File: config.mk
export PLATFORM = sky130hd
export DESIGN_NAME = ret_timers
export DESIGN_NICKNAME = d
export VERILOG_FILES = /design/src/rtl/ret_timers.v
export VERILOG_INCLUDE_DIRS = /design/src /design/src/rtl
export SDC_FILE = /design/constraint.sdc
export NUM_CORES = 1
export LEC_CHECK = 0
export BUFFER_PORTS_ARGS = -buffer_cell sky130_fd_sc_hd__buf_2
export CAP_MARGIN = 30
export CORE_MARGIN = 1.5
export CORE_UTILIZATION = 60
export CTS_BUF_LIST = sky130_fd_sc_hd__clkbuf_4
export CTS_CLUSTER_SIZE = 30
export DETAILED_ROUTE_END_ITERATION = 10
export HOLD_SLACK_MARGIN = 0.05
export PLACE_DENSITY_LB_ADDON = 0.15
export SYNTH_ARGS = -nofsm -noshare
export SYNTH_HDL_FRONTEND = slang
export SYNTH_SLANG_ARGS = --single-unit
File: constraint.sdc
create_clock -name clk_i -period 6 [get_ports clk_i]
set_clock_uncertainty 0.15 [all_clocks]
set_input_delay 0.9 -clock clk_i [delete_from_list [all_inputs] [get_ports clk_i]]
set_output_delay 0.9 -clock clk_i [all_outputs]
set_load 0.05 [all_outputs]
File: src/rtl/ret_consts.vh
`ifndef RET_CONSTS_VH
`define RET_CONSTS_VH

// ---------------------------------------------------------------
// register indices (byte address = index * 4)
// ---------------------------------------------------------------
`define RET_IDX_T1_CFG 6'h0F
`define RET_IDX_T2_CFG 6'h10
`define RET_IDX_T1_PRESET 6'h20
`define RET_IDX_T2_PRESET 6'h21
`define RET_IDX_T1_COUNT 6'h22
`define RET_IDX_T2_COUNT 6'h23
`define RET_IDX_STATUS 6'h24

// ---------------------------------------------------------------
// configuration fields and reset values
// ---------------------------------------------------------------
`define RET_CFG_MASK 32'h001FFFFF
`define RET_CFG_RESET 32'h00000000
`define RET_PRESET_RESET 20'h00000
`define RET_HALT_HI 20
`define RET_HALT_LO 15
`define RET_LAUNCH_HI 14
`define RET_LAUNCH_LO 7
`define RET_BIT_LAUNCH_NOW 6
`define RET_RATE_HI 5
`define RET_RATE_LO 3
`define RET_BIT_CLK_SRC 2
`define RET_BIT_RELOAD 1
`define RET_BIT_ON 0
`define RET_CNT_W 20

// ---------------------------------------------------------------
// timing: core tick of 13.56 MHz built from the 100 MHz system clock
// ---------------------------------------------------------------
`define RET_SYS_CLK_KHZ 17'h186A0
`define RET_CORE_CLK_KHZ 17'h034F8
`define RET_ACC_W 17

`endif

File: src/rtl/ret_timers.v
// Implementation choice: the Wishbone register port.
`timescale 1ns/1ps
`include "ret_consts.vh"

// Summary of operation
// - first timer halts after four received bits
// - first timer halts when transmission begins
// - first timer halts on external field on/off
// - first timer halts on own field on/off
// - first timer starts on reception begin/end
// - first timer starts on transmission begin/end
// - first timer starts on external field on/off
// - first timer starts on own field on/off
// - immediate-start bit starts first timer at once
// - three-bit selector picks prescaled tick rate
// - clock-source bit picks core or prescaled tick
// - counts down; expiry stops at zero or reloads
// - enable bit gates all first timer operation
// - second timer has same six halt events
// - second timer starts on reception, transmission, field
// - second timer has same low control bits
module ret_timers (
	// system
	input wire clk_i,
	input wire rst_i,
	// wishbone slave
	input wire wb_cyc_i,
	input wire wb_stb_i,
	input wire wb_we_i,
	input wire [7:0] wb_adr_i,
	input wire [3:0] wb_sel_i,
	input wire [31:0] wb_dat_i,
	output reg [31:0] wb_dat_o,
	output reg wb_ack_o,
	// protocol and field events from the transceiver
	input wire rx_first_bit_i,
	input wire rx_four_bits_i,
	input wire rx_end_i,
	input wire tx_begin_i,
	input wire tx_end_i,
	input wire ext_field_i,
	input wire own_field_i,
	// timer state
	output reg [1:0] timer_expired_o,
	output reg [1:0] timer_running_o
);

	// ---------------------------------------------------------------
	// helper functions
	// ---------------------------------------------------------------

	// byte-lane merge of a bus write into a stored word
	function [31:0] lane_merge;
		input [31:0] old_val;
		input [31:0] new_val;
		input [3:0] sel;
		integer b;
		begin
			lane_merge = old_val;
			for (b = 0; b < 4; b = b + 1) begin
				if (sel[b]) begin
					lane_merge[b*8 +: 8] = new_val[b*8 +: 8];
				end
			end
		end
	endfunction

	// prescaled tick: core rate divided by 2^(sel+1), 6.78 MHz down to 53 kHz
	function rate_tick;
		input [2:0] sel;
		input [7:0] div;
		input core;
		reg [7:0] low_mask;
		begin
			low_mask = 8'hFF >> (3'h7 - sel);
			rate_tick = core && ((div & low_mask) == low_mask);
		end
	endfunction

	// any enabled halt event of a configuration word
	function halt_hit;
		input [31:0] cfg;
		input [20:7] ev;
		begin
			halt_hit = |(cfg[`RET_HALT_HI:`RET_HALT_LO] & ev[`RET_HALT_HI:`RET_HALT_LO]);
		end
	endfunction

	// any enabled launch event of a configuration word
	function launch_hit;
		input [31:0] cfg;
		input [20:7] ev;
		begin
			launch_hit = |(cfg[`RET_LAUNCH_HI:`RET_LAUNCH_LO] & ev[`RET_LAUNCH_HI:`RET_LAUNCH_LO]);
		end
	endfunction

	// ---------------------------------------------------------------
	// state
	// ---------------------------------------------------------------
	reg [31:0] cfg_reg [0:1];
	reg [`RET_CNT_W-1:0] preset_reg [0:1];
	reg [`RET_CNT_W-1:0] cnt_reg [0:1];
	reg [1:0] launch_now_reg;
	reg [`RET_ACC_W-1:0] acc_reg;
	reg core_tick_reg;
	reg [7:0] div_reg;
	reg ext_field_reg;
	reg own_field_reg;
	wire req;
	wire [5:0] idx;
	wire [20:7] ev;
	reg [31:0] rd_data;
	reg [1:0] tick;
	reg [1:0] halt;
	reg [1:0] launch;
	wire [31:0] preset_wr0;
	wire [31:0] preset_wr1;
	integer i;
	// own index for the decision logic, so no variable is shared by two processes
	integer ti;

	assign req = wb_cyc_i && wb_stb_i && !wb_ack_o;
	assign idx = wb_adr_i[7:2];

	// byte-lane merge of preset writes; only the low counter bits are kept
	assign preset_wr0 = lane_merge({12'h000, preset_reg[0]}, wb_dat_i, wb_sel_i);
	assign preset_wr1 = lane_merge({12'h000, preset_reg[1]}, wb_dat_i, wb_sel_i);

	// ---------------------------------------------------------------
	// core tick generation
	// ---------------------------------------------------------------

	// fractional accumulator: 13.56 MHz ticks on average, jitter of one
	// system clock is the price of not needing a second clock domain
	always @(posedge clk_i) begin
		if (rst_i) begin
			acc_reg <= {`RET_ACC_W{1'b0}};
			core_tick_reg <= 1'b0;
			div_reg <= 8'h00;
		end else begin
			if (acc_reg + `RET_CORE_CLK_KHZ >= `RET_SYS_CLK_KHZ) begin
				acc_reg <= acc_reg + `RET_CORE_CLK_KHZ - `RET_SYS_CLK_KHZ;
				core_tick_reg <= 1'b1;
			end else begin
				acc_reg <= acc_reg + `RET_CORE_CLK_KHZ;
				core_tick_reg <= 1'b0;
			end
			if (core_tick_reg) begin
				div_reg <= div_reg + 8'h01; // shared prescaler, free running
			end
		end
	end

	// ---------------------------------------------------------------
	// event detection
	// ---------------------------------------------------------------

	// field levels become edge pulses; other inputs are already pulses
	always @(posedge clk_i) begin
		if (rst_i) begin
			ext_field_reg <= 1'b0;
			own_field_reg <= 1'b0;
		end else begin
			ext_field_reg <= ext_field_i;
			own_field_reg <= own_field_i;
		end
	end

	// event vector laid out like the configuration bits
	assign ev[20] = rx_four_bits_i;
	assign ev[19] = tx_begin_i;
	assign ev[18] = ext_field_i && !ext_field_reg;
	assign ev[17] = !ext_field_i && ext_field_reg;
	assign ev[16] = own_field_i && !own_field_reg;
	assign ev[15] = !own_field_i && own_field_reg;
	assign ev[14] = rx_first_bit_i;
	assign ev[13] = rx_end_i;
	assign ev[12] = tx_begin_i;
	assign ev[11] = tx_end_i;
	assign ev[10] = ext_field_i && !ext_field_reg;
	assign ev[9] = !ext_field_i && ext_field_reg;
	assign ev[8] = own_field_i && !own_field_reg;
	assign ev[7] = !own_field_i && own_field_reg;

	// per-timer tick, halt and launch decisions
	always @* begin
		for (ti = 0; ti < 2; ti = ti + 1) begin
			if (cfg_reg[ti][`RET_BIT_CLK_SRC]) begin
				tick[ti] = rate_tick(cfg_reg[ti][`RET_RATE_HI:`RET_RATE_LO], div_reg,
					core_tick_reg);
			end else begin
				tick[ti] = core_tick_reg;
			end
			halt[ti] = halt_hit(cfg_reg[ti], ev);
			launch[ti] = launch_hit(cfg_reg[ti], ev) || launch_now_reg[ti];
		end
	end

	// ---------------------------------------------------------------
	// timers
	// ---------------------------------------------------------------

	// halt beats launch in the same cycle so a racing stop is not lost
	always @(posedge clk_i) begin
		if (rst_i) begin
			for (i = 0; i < 2; i = i + 1) begin
				cnt_reg[i] <= {`RET_CNT_W{1'b0}};
			end
			timer_running_o <= 2'b00;
			timer_expired_o <= 2'b00;
		end else begin
			for (i = 0; i < 2; i = i + 1) begin
				timer_expired_o[i] <= 1'b0;
				if (!cfg_reg[i][`RET_BIT_ON]) begin
					timer_running_o[i] <= 1'b0;
				end else if (halt[i]) begin
					timer_running_o[i] <= 1'b0;
				end else if (launch[i]) begin
					cnt_reg[i] <= preset_reg[i];
					timer_running_o[i] <= 1'b1;
				end else if (timer_running_o[i] && tick[i]) begin
					if (cnt_reg[i] <= {{(`RET_CNT_W-1){1'b0}}, 1'b1}) begin
						timer_expired_o[i] <= 1'b1;
						if (cfg_reg[i][`RET_BIT_RELOAD]) begin
							cnt_reg[i] <= preset_reg[i];
						end else begin
							cnt_reg[i] <= {`RET_CNT_W{1'b0}};
							timer_running_o[i] <= 1'b0;
						end
					end else begin
						cnt_reg[i] <= cnt_reg[i] - {{(`RET_CNT_W-1){1'b0}}, 1'b1};
					end
				end
			end
		end
	end

	// ---------------------------------------------------------------
	// register file
	// ---------------------------------------------------------------

	// writes take effect on the acknowledged cycle's launch edge
	always @(posedge clk_i) begin
		if (rst_i) begin
			cfg_reg[0] <= `RET_CFG_RESET;
			cfg_reg[1] <= `RET_CFG_RESET;
			preset_reg[0] <= `RET_PRESET_RESET;
			preset_reg[1] <= `RET_PRESET_RESET;
			launch_now_reg <= 2'b00;
		end else begin
			launch_now_reg <= 2'b00;
			if (req && wb_we_i) begin
				if (idx == `RET_IDX_T1_CFG) begin
					cfg_reg[0] <= lane_merge(cfg_reg[0], wb_dat_i, wb_sel_i) & `RET_CFG_MASK;
					launch_now_reg[0] <= wb_sel_i[0] && wb_dat_i[`RET_BIT_LAUNCH_NOW];
				end else if (idx == `RET_IDX_T2_CFG) begin
					cfg_reg[1] <= lane_merge(cfg_reg[1], wb_dat_i, wb_sel_i) & `RET_CFG_MASK;
					launch_now_reg[1] <= wb_sel_i[0] && wb_dat_i[`RET_BIT_LAUNCH_NOW];
				end else if (idx == `RET_IDX_T1_PRESET) begin
					preset_reg[0] <= preset_wr0[`RET_CNT_W-1:0];
				end else if (idx == `RET_IDX_T2_PRESET) begin
					preset_reg[1] <= preset_wr1[`RET_CNT_W-1:0];
				end
			end
		end
	end

	// read decode; unmapped addresses read zero and still acknowledge
	always @* begin
		if (idx == `RET_IDX_T1_CFG) begin
			rd_data = cfg_reg[0];
		end else if (idx == `RET_IDX_T2_CFG) begin
			rd_data = cfg_reg[1];
		end else if (idx == `RET_IDX_T1_PRESET) begin
			rd_data = {12'h000, preset_reg[0]};
		end else if (idx == `RET_IDX_T2_PRESET) begin
			rd_data = {12'h000, preset_reg[1]};
		end else if (idx == `RET_IDX_T1_COUNT) begin
			rd_data = {12'h000, cnt_reg[0]};
		end else if (idx == `RET_IDX_T2_COUNT) begin
			rd_data = {12'h000, cnt_reg[1]};
		end else if (idx == `RET_IDX_STATUS) begin
			rd_data = {30'h00000000, timer_running_o};
		end else begin
			rd_data = 32'h00000000;
		end
	end

	// single-wait-state slave: ack one edge after the request appears
	always @(posedge clk_i) begin
		if (rst_i) begin
			wb_ack_o <= 1'b0;
			wb_dat_o <= 32'h00000000;
		end else begin
			wb_ack_o <= req;
			if (req && !wb_we_i) begin
				wb_dat_o <= rd_data;
			end
		end
	end

endmodule // ret_timers

==> results.txt <==
die area - 16300 um^2
GRT Util Overall - 31.3%
initial standard-cell utilization of the core - 61.4%
number of global-route vias before repair - 7084
register cell area after layout - 4720 um^2
final routed DRC violation total - 0
standard-cell rows - 45
clock tree from TritonCTS - built
most common library cell in the layout ignoring fill and taps - sky130_fd_sc_hd__edfxtp_1
total wirelength of the detailed-routed design - 24.9 mm
simple logic cell fraction of the synthesized area - 18.4%
first-pass iteration count of the detailed router - 6
met1 demand-to-capacity share in global routing - 41.8%
final design utilization - 66.0%
ratio of final minimum period to clock period - 61.2%
average cell area after synthesis - 11.1 um^2
average routed wire per standard cell - 22.8 um
final HPWL from detailed placement - 17.6 mm
Leak - 0.00361 uW
post-synthesis xor/xnor area fraction - 4.88%
global routing's busiest layer - met2
Comb pwr share - 20.4%
area of combinational cells with multiple inputs - 4300 um^2
Nets - 956
area share of the largest cell type after synthesis - 39.3%
area of the core - 15200 um^2
number of pins exceeding their max-slew limit in the final report - 0
library cell with the largest summed area after synthesis - sky130_fd_sc_hd__edfxtp_1
width of the die - 128 um
PostCTS Resize Cnt - 0
overflow left after global routing - 0
count of flip-flops with a built-in enable after synthesis - 122
Critical Path Start - cnt_reg[0][7]
Synth warnings - 0
count of port buffers added during placement - 67
ratio of routed vias to standard cells - 6.74
startpoint types - flip-flop
total setup buffers inserted after CTS - 0
number of antenna violations at the first check in global routing - 1
Max Clk Rate - 0.272 GHz
total clock buffers created by CTS - 17
number of nets with antenna violations after routing - 0
headroom to the max-slew limit - 29.8%
wire length of the first global-routing pass - 38.4 mm
critical path fanouts, max - 20
internal power summed over all cells - 1760 uW
net load switching power - 909 uW
required time at the endpoint of the critical path - 6.32 ns
fraction of power spent switching nets - 34.0%
Worst Path Arrival - 3.99 ns
ratio of cells with drive above 1 in the final layout - 18.4%
number of hold-slack violations in the final timing report - 0
post-layout minimum cycle time - 3.67 ns
startpoint of the worst register-to-register path - cnt_reg[0][7]
initial DRC count - 811
CP Class - reg -> reg
post-layout power - 2670 uW
sequential share of power - 55.0%
pin count of the biggest net entering global routing - 49
Main synth FF type - sky130_fd_sc_hd__edfxtp_1
layout-stage area growth over the synthesis result - 7.63%
max-cap check violation count - 0
Post-Syn Area - 9330 um^2
Max IR drop VDD - 189 uV
part of the Yosys area used for sequential elements - 50.7%
total of flip-flops plus latches after synthesis - 175
cell types with the largest area share after synthesis - sky130_fd_sc_hd__edfxtp_1 (39%), sky130_fd_sc_hd__dfxtp_1 (11%), sky130_fd_sc_hd__mux4_2 (4.8%)
clock input transition at the sequential cells of the worst setup and hold paths - 0.16 ns
number of levels in the clock H-tree - 4
height of the die - 128 um
I/O pin cnt - 93
Hold-fix buffers, CTS - 0
largest family of logic cells by synthesized area - simple AND/OR/NAND/NOR gates
# clock sinks - 175
max reg flops - 42
top library cells by usage in the layout, fill and taps aside - sky130_fd_sc_hd__edfxtp_1 (122), sky130_fd_sc_hd__nor2_1 (77), sky130_fd_sc_hd__nand2_1 (74)
clock buffer depth - 2
via count of the routed design - 7366
Adder-Cell Fraction of Synth Area - 1.21%
worst path setup slack after routing - 2.33 ns
setup repair after global routing missed its margin - no
relative contribution of the clock network to total power - 24.6%
startpoint of the tightest hold check path - wb_dat_o[10]
met2 usage in global routing - 52.8%
met3 track demand over resource - 5.38%
worst-skew pair later-pin latency - 0.61 ns
area fraction in compound gates after synthesis - 15.5%
pin slew with the least headroom to its limit - 1.05 ns
hold_ws - 0.358 ns
capturing element type of the critical path - flip-flop
fill count - 1205
Hold WC Path Type - reg -> reg
fraction of synthesis flops using an asynchronous set or reset pin - 0%
worst setup timing slack at the placement stage - 1.89 ns
distinct cell type count of the synthesized netlist - 75
power density relative to cell area - 266 nW/um^2
result of the run - finished, final reports clean
clock tree root driver cell - sky130_fd_sc_hd__clkbuf_4
weighted congestion at the end of routability-driven global placement - 0.905
Final setup violation count - 0
Total Neg Setup Slack - 0 ns
multiplexer area fraction after synthesis - 5.16%
gate count of the mapped netlist - 843
## area by class of cell
type                            count  share of cell area [%]
Multi-Input combinational cell    598                    42.8
Tap cell                          188                    2.34
Clock buffer                       17                    1.27
Antenna cell                        1                  0.0249
Timing Repair Buffer               79                    4.41
Inverter                           20                   0.748
Sequential cell                   175                    47.1
Clock inverter                     15                    1.36
## path summary, 6_finish.rpt
path         slack [ns]        endpoint  depth (start not counted)
min reg2reg        0.36    wb_dat_o[10]                          2
max                2.33  cnt_reg[0][11]                          7
min                0.36    wb_dat_o[10]                          2
max reg2reg        2.33  cnt_reg[0][11]                          7
## metal layers
layer | vias to the layer above | wire (um)
li1 | 3269 | -
met1 | 3642 | 9960
met2 | 414 | 12400
met3 | 41 | 2060
met4 | 0 | 485
met5 | - | 0
## per-stage QoR
stage / std cells / instance area (um^2)
detailed placement: 1056 / 9730
global route: 1093 / 10000
global placement: 1056 / 9730
CTS: 1088 / 9990
floorplan: 853 / 9370
finish: 1093 / 10000
## critical path: stages, from the launching register on
cell and delay [ns]:
sky130_fd_sc_hd__edfxtp_1 0.54, sky130_fd_sc_hd__or4_4 0.60, sky130_fd_sc_hd__or4_4 0.45, sky130_fd_sc_hd__or3_1 0.38, sky130_fd_sc_hd__or3_4 0.42, sky130_fd_sc_hd__o2111ai_4 0.68, sky130_fd_sc_hd__a2bb2oi_1 0.17, sky130_fd_sc_hd__nor2_1 0.13
## cell usage after synthesis (11+ instances only)
library cell / instances
sky130_fd_sc_hd__and3_1: 11
sky130_fd_sc_hd__a22o_1: 22
sky130_fd_sc_hd__a22oi_1: 22
sky130_fd_sc_hd__buf_4: 13
sky130_fd_sc_hd__a21oi_1: 23
sky130_fd_sc_hd__nor2_1: 78
sky130_fd_sc_hd__mux4_2: 20
sky130_fd_sc_hd__nor3_1: 25
sky130_fd_sc_hd__and2_1: 44
sky130_fd_sc_hd__xnor2_1: 29
sky130_fd_sc_hd__nand2_1: 74
sky130_fd_sc_hd__inv_1: 20
sky130_fd_sc_hd__a311oi_1: 22
sky130_fd_sc_hd__dfxtp_1: 53
sky130_fd_sc_hd__edfxtp_1: 122
sky130_fd_sc_hd__clkbuf_1: 36
sky130_fd_sc_hd__xor2_1: 23
sky130_fd_sc_hd__nor4_1: 15
sky130_fd_sc_hd__o21ai_0: 14
## power by group through the flow
stage	Clock (uW)	Combinational, uW	Sequential [uW]
final	657	546	1470
after detailed placement	0	532	1490
after floorplan	0	434	1460
after CTS	664	535	1460
after global routing	708	591	1480
after global placement	0	515	1480
## cells by family (layout without fill, tap and decap cells)
kind of cell	count (synthesis)	in the layout
compound gates	175	175
fa+ha+maj	9	9
simple gates	328	328
other cells	1	12
flops	175	175
mux	23	23
xor+xnor	52	52
buf+inv	80	131
(Power assumes the default switching activity.)
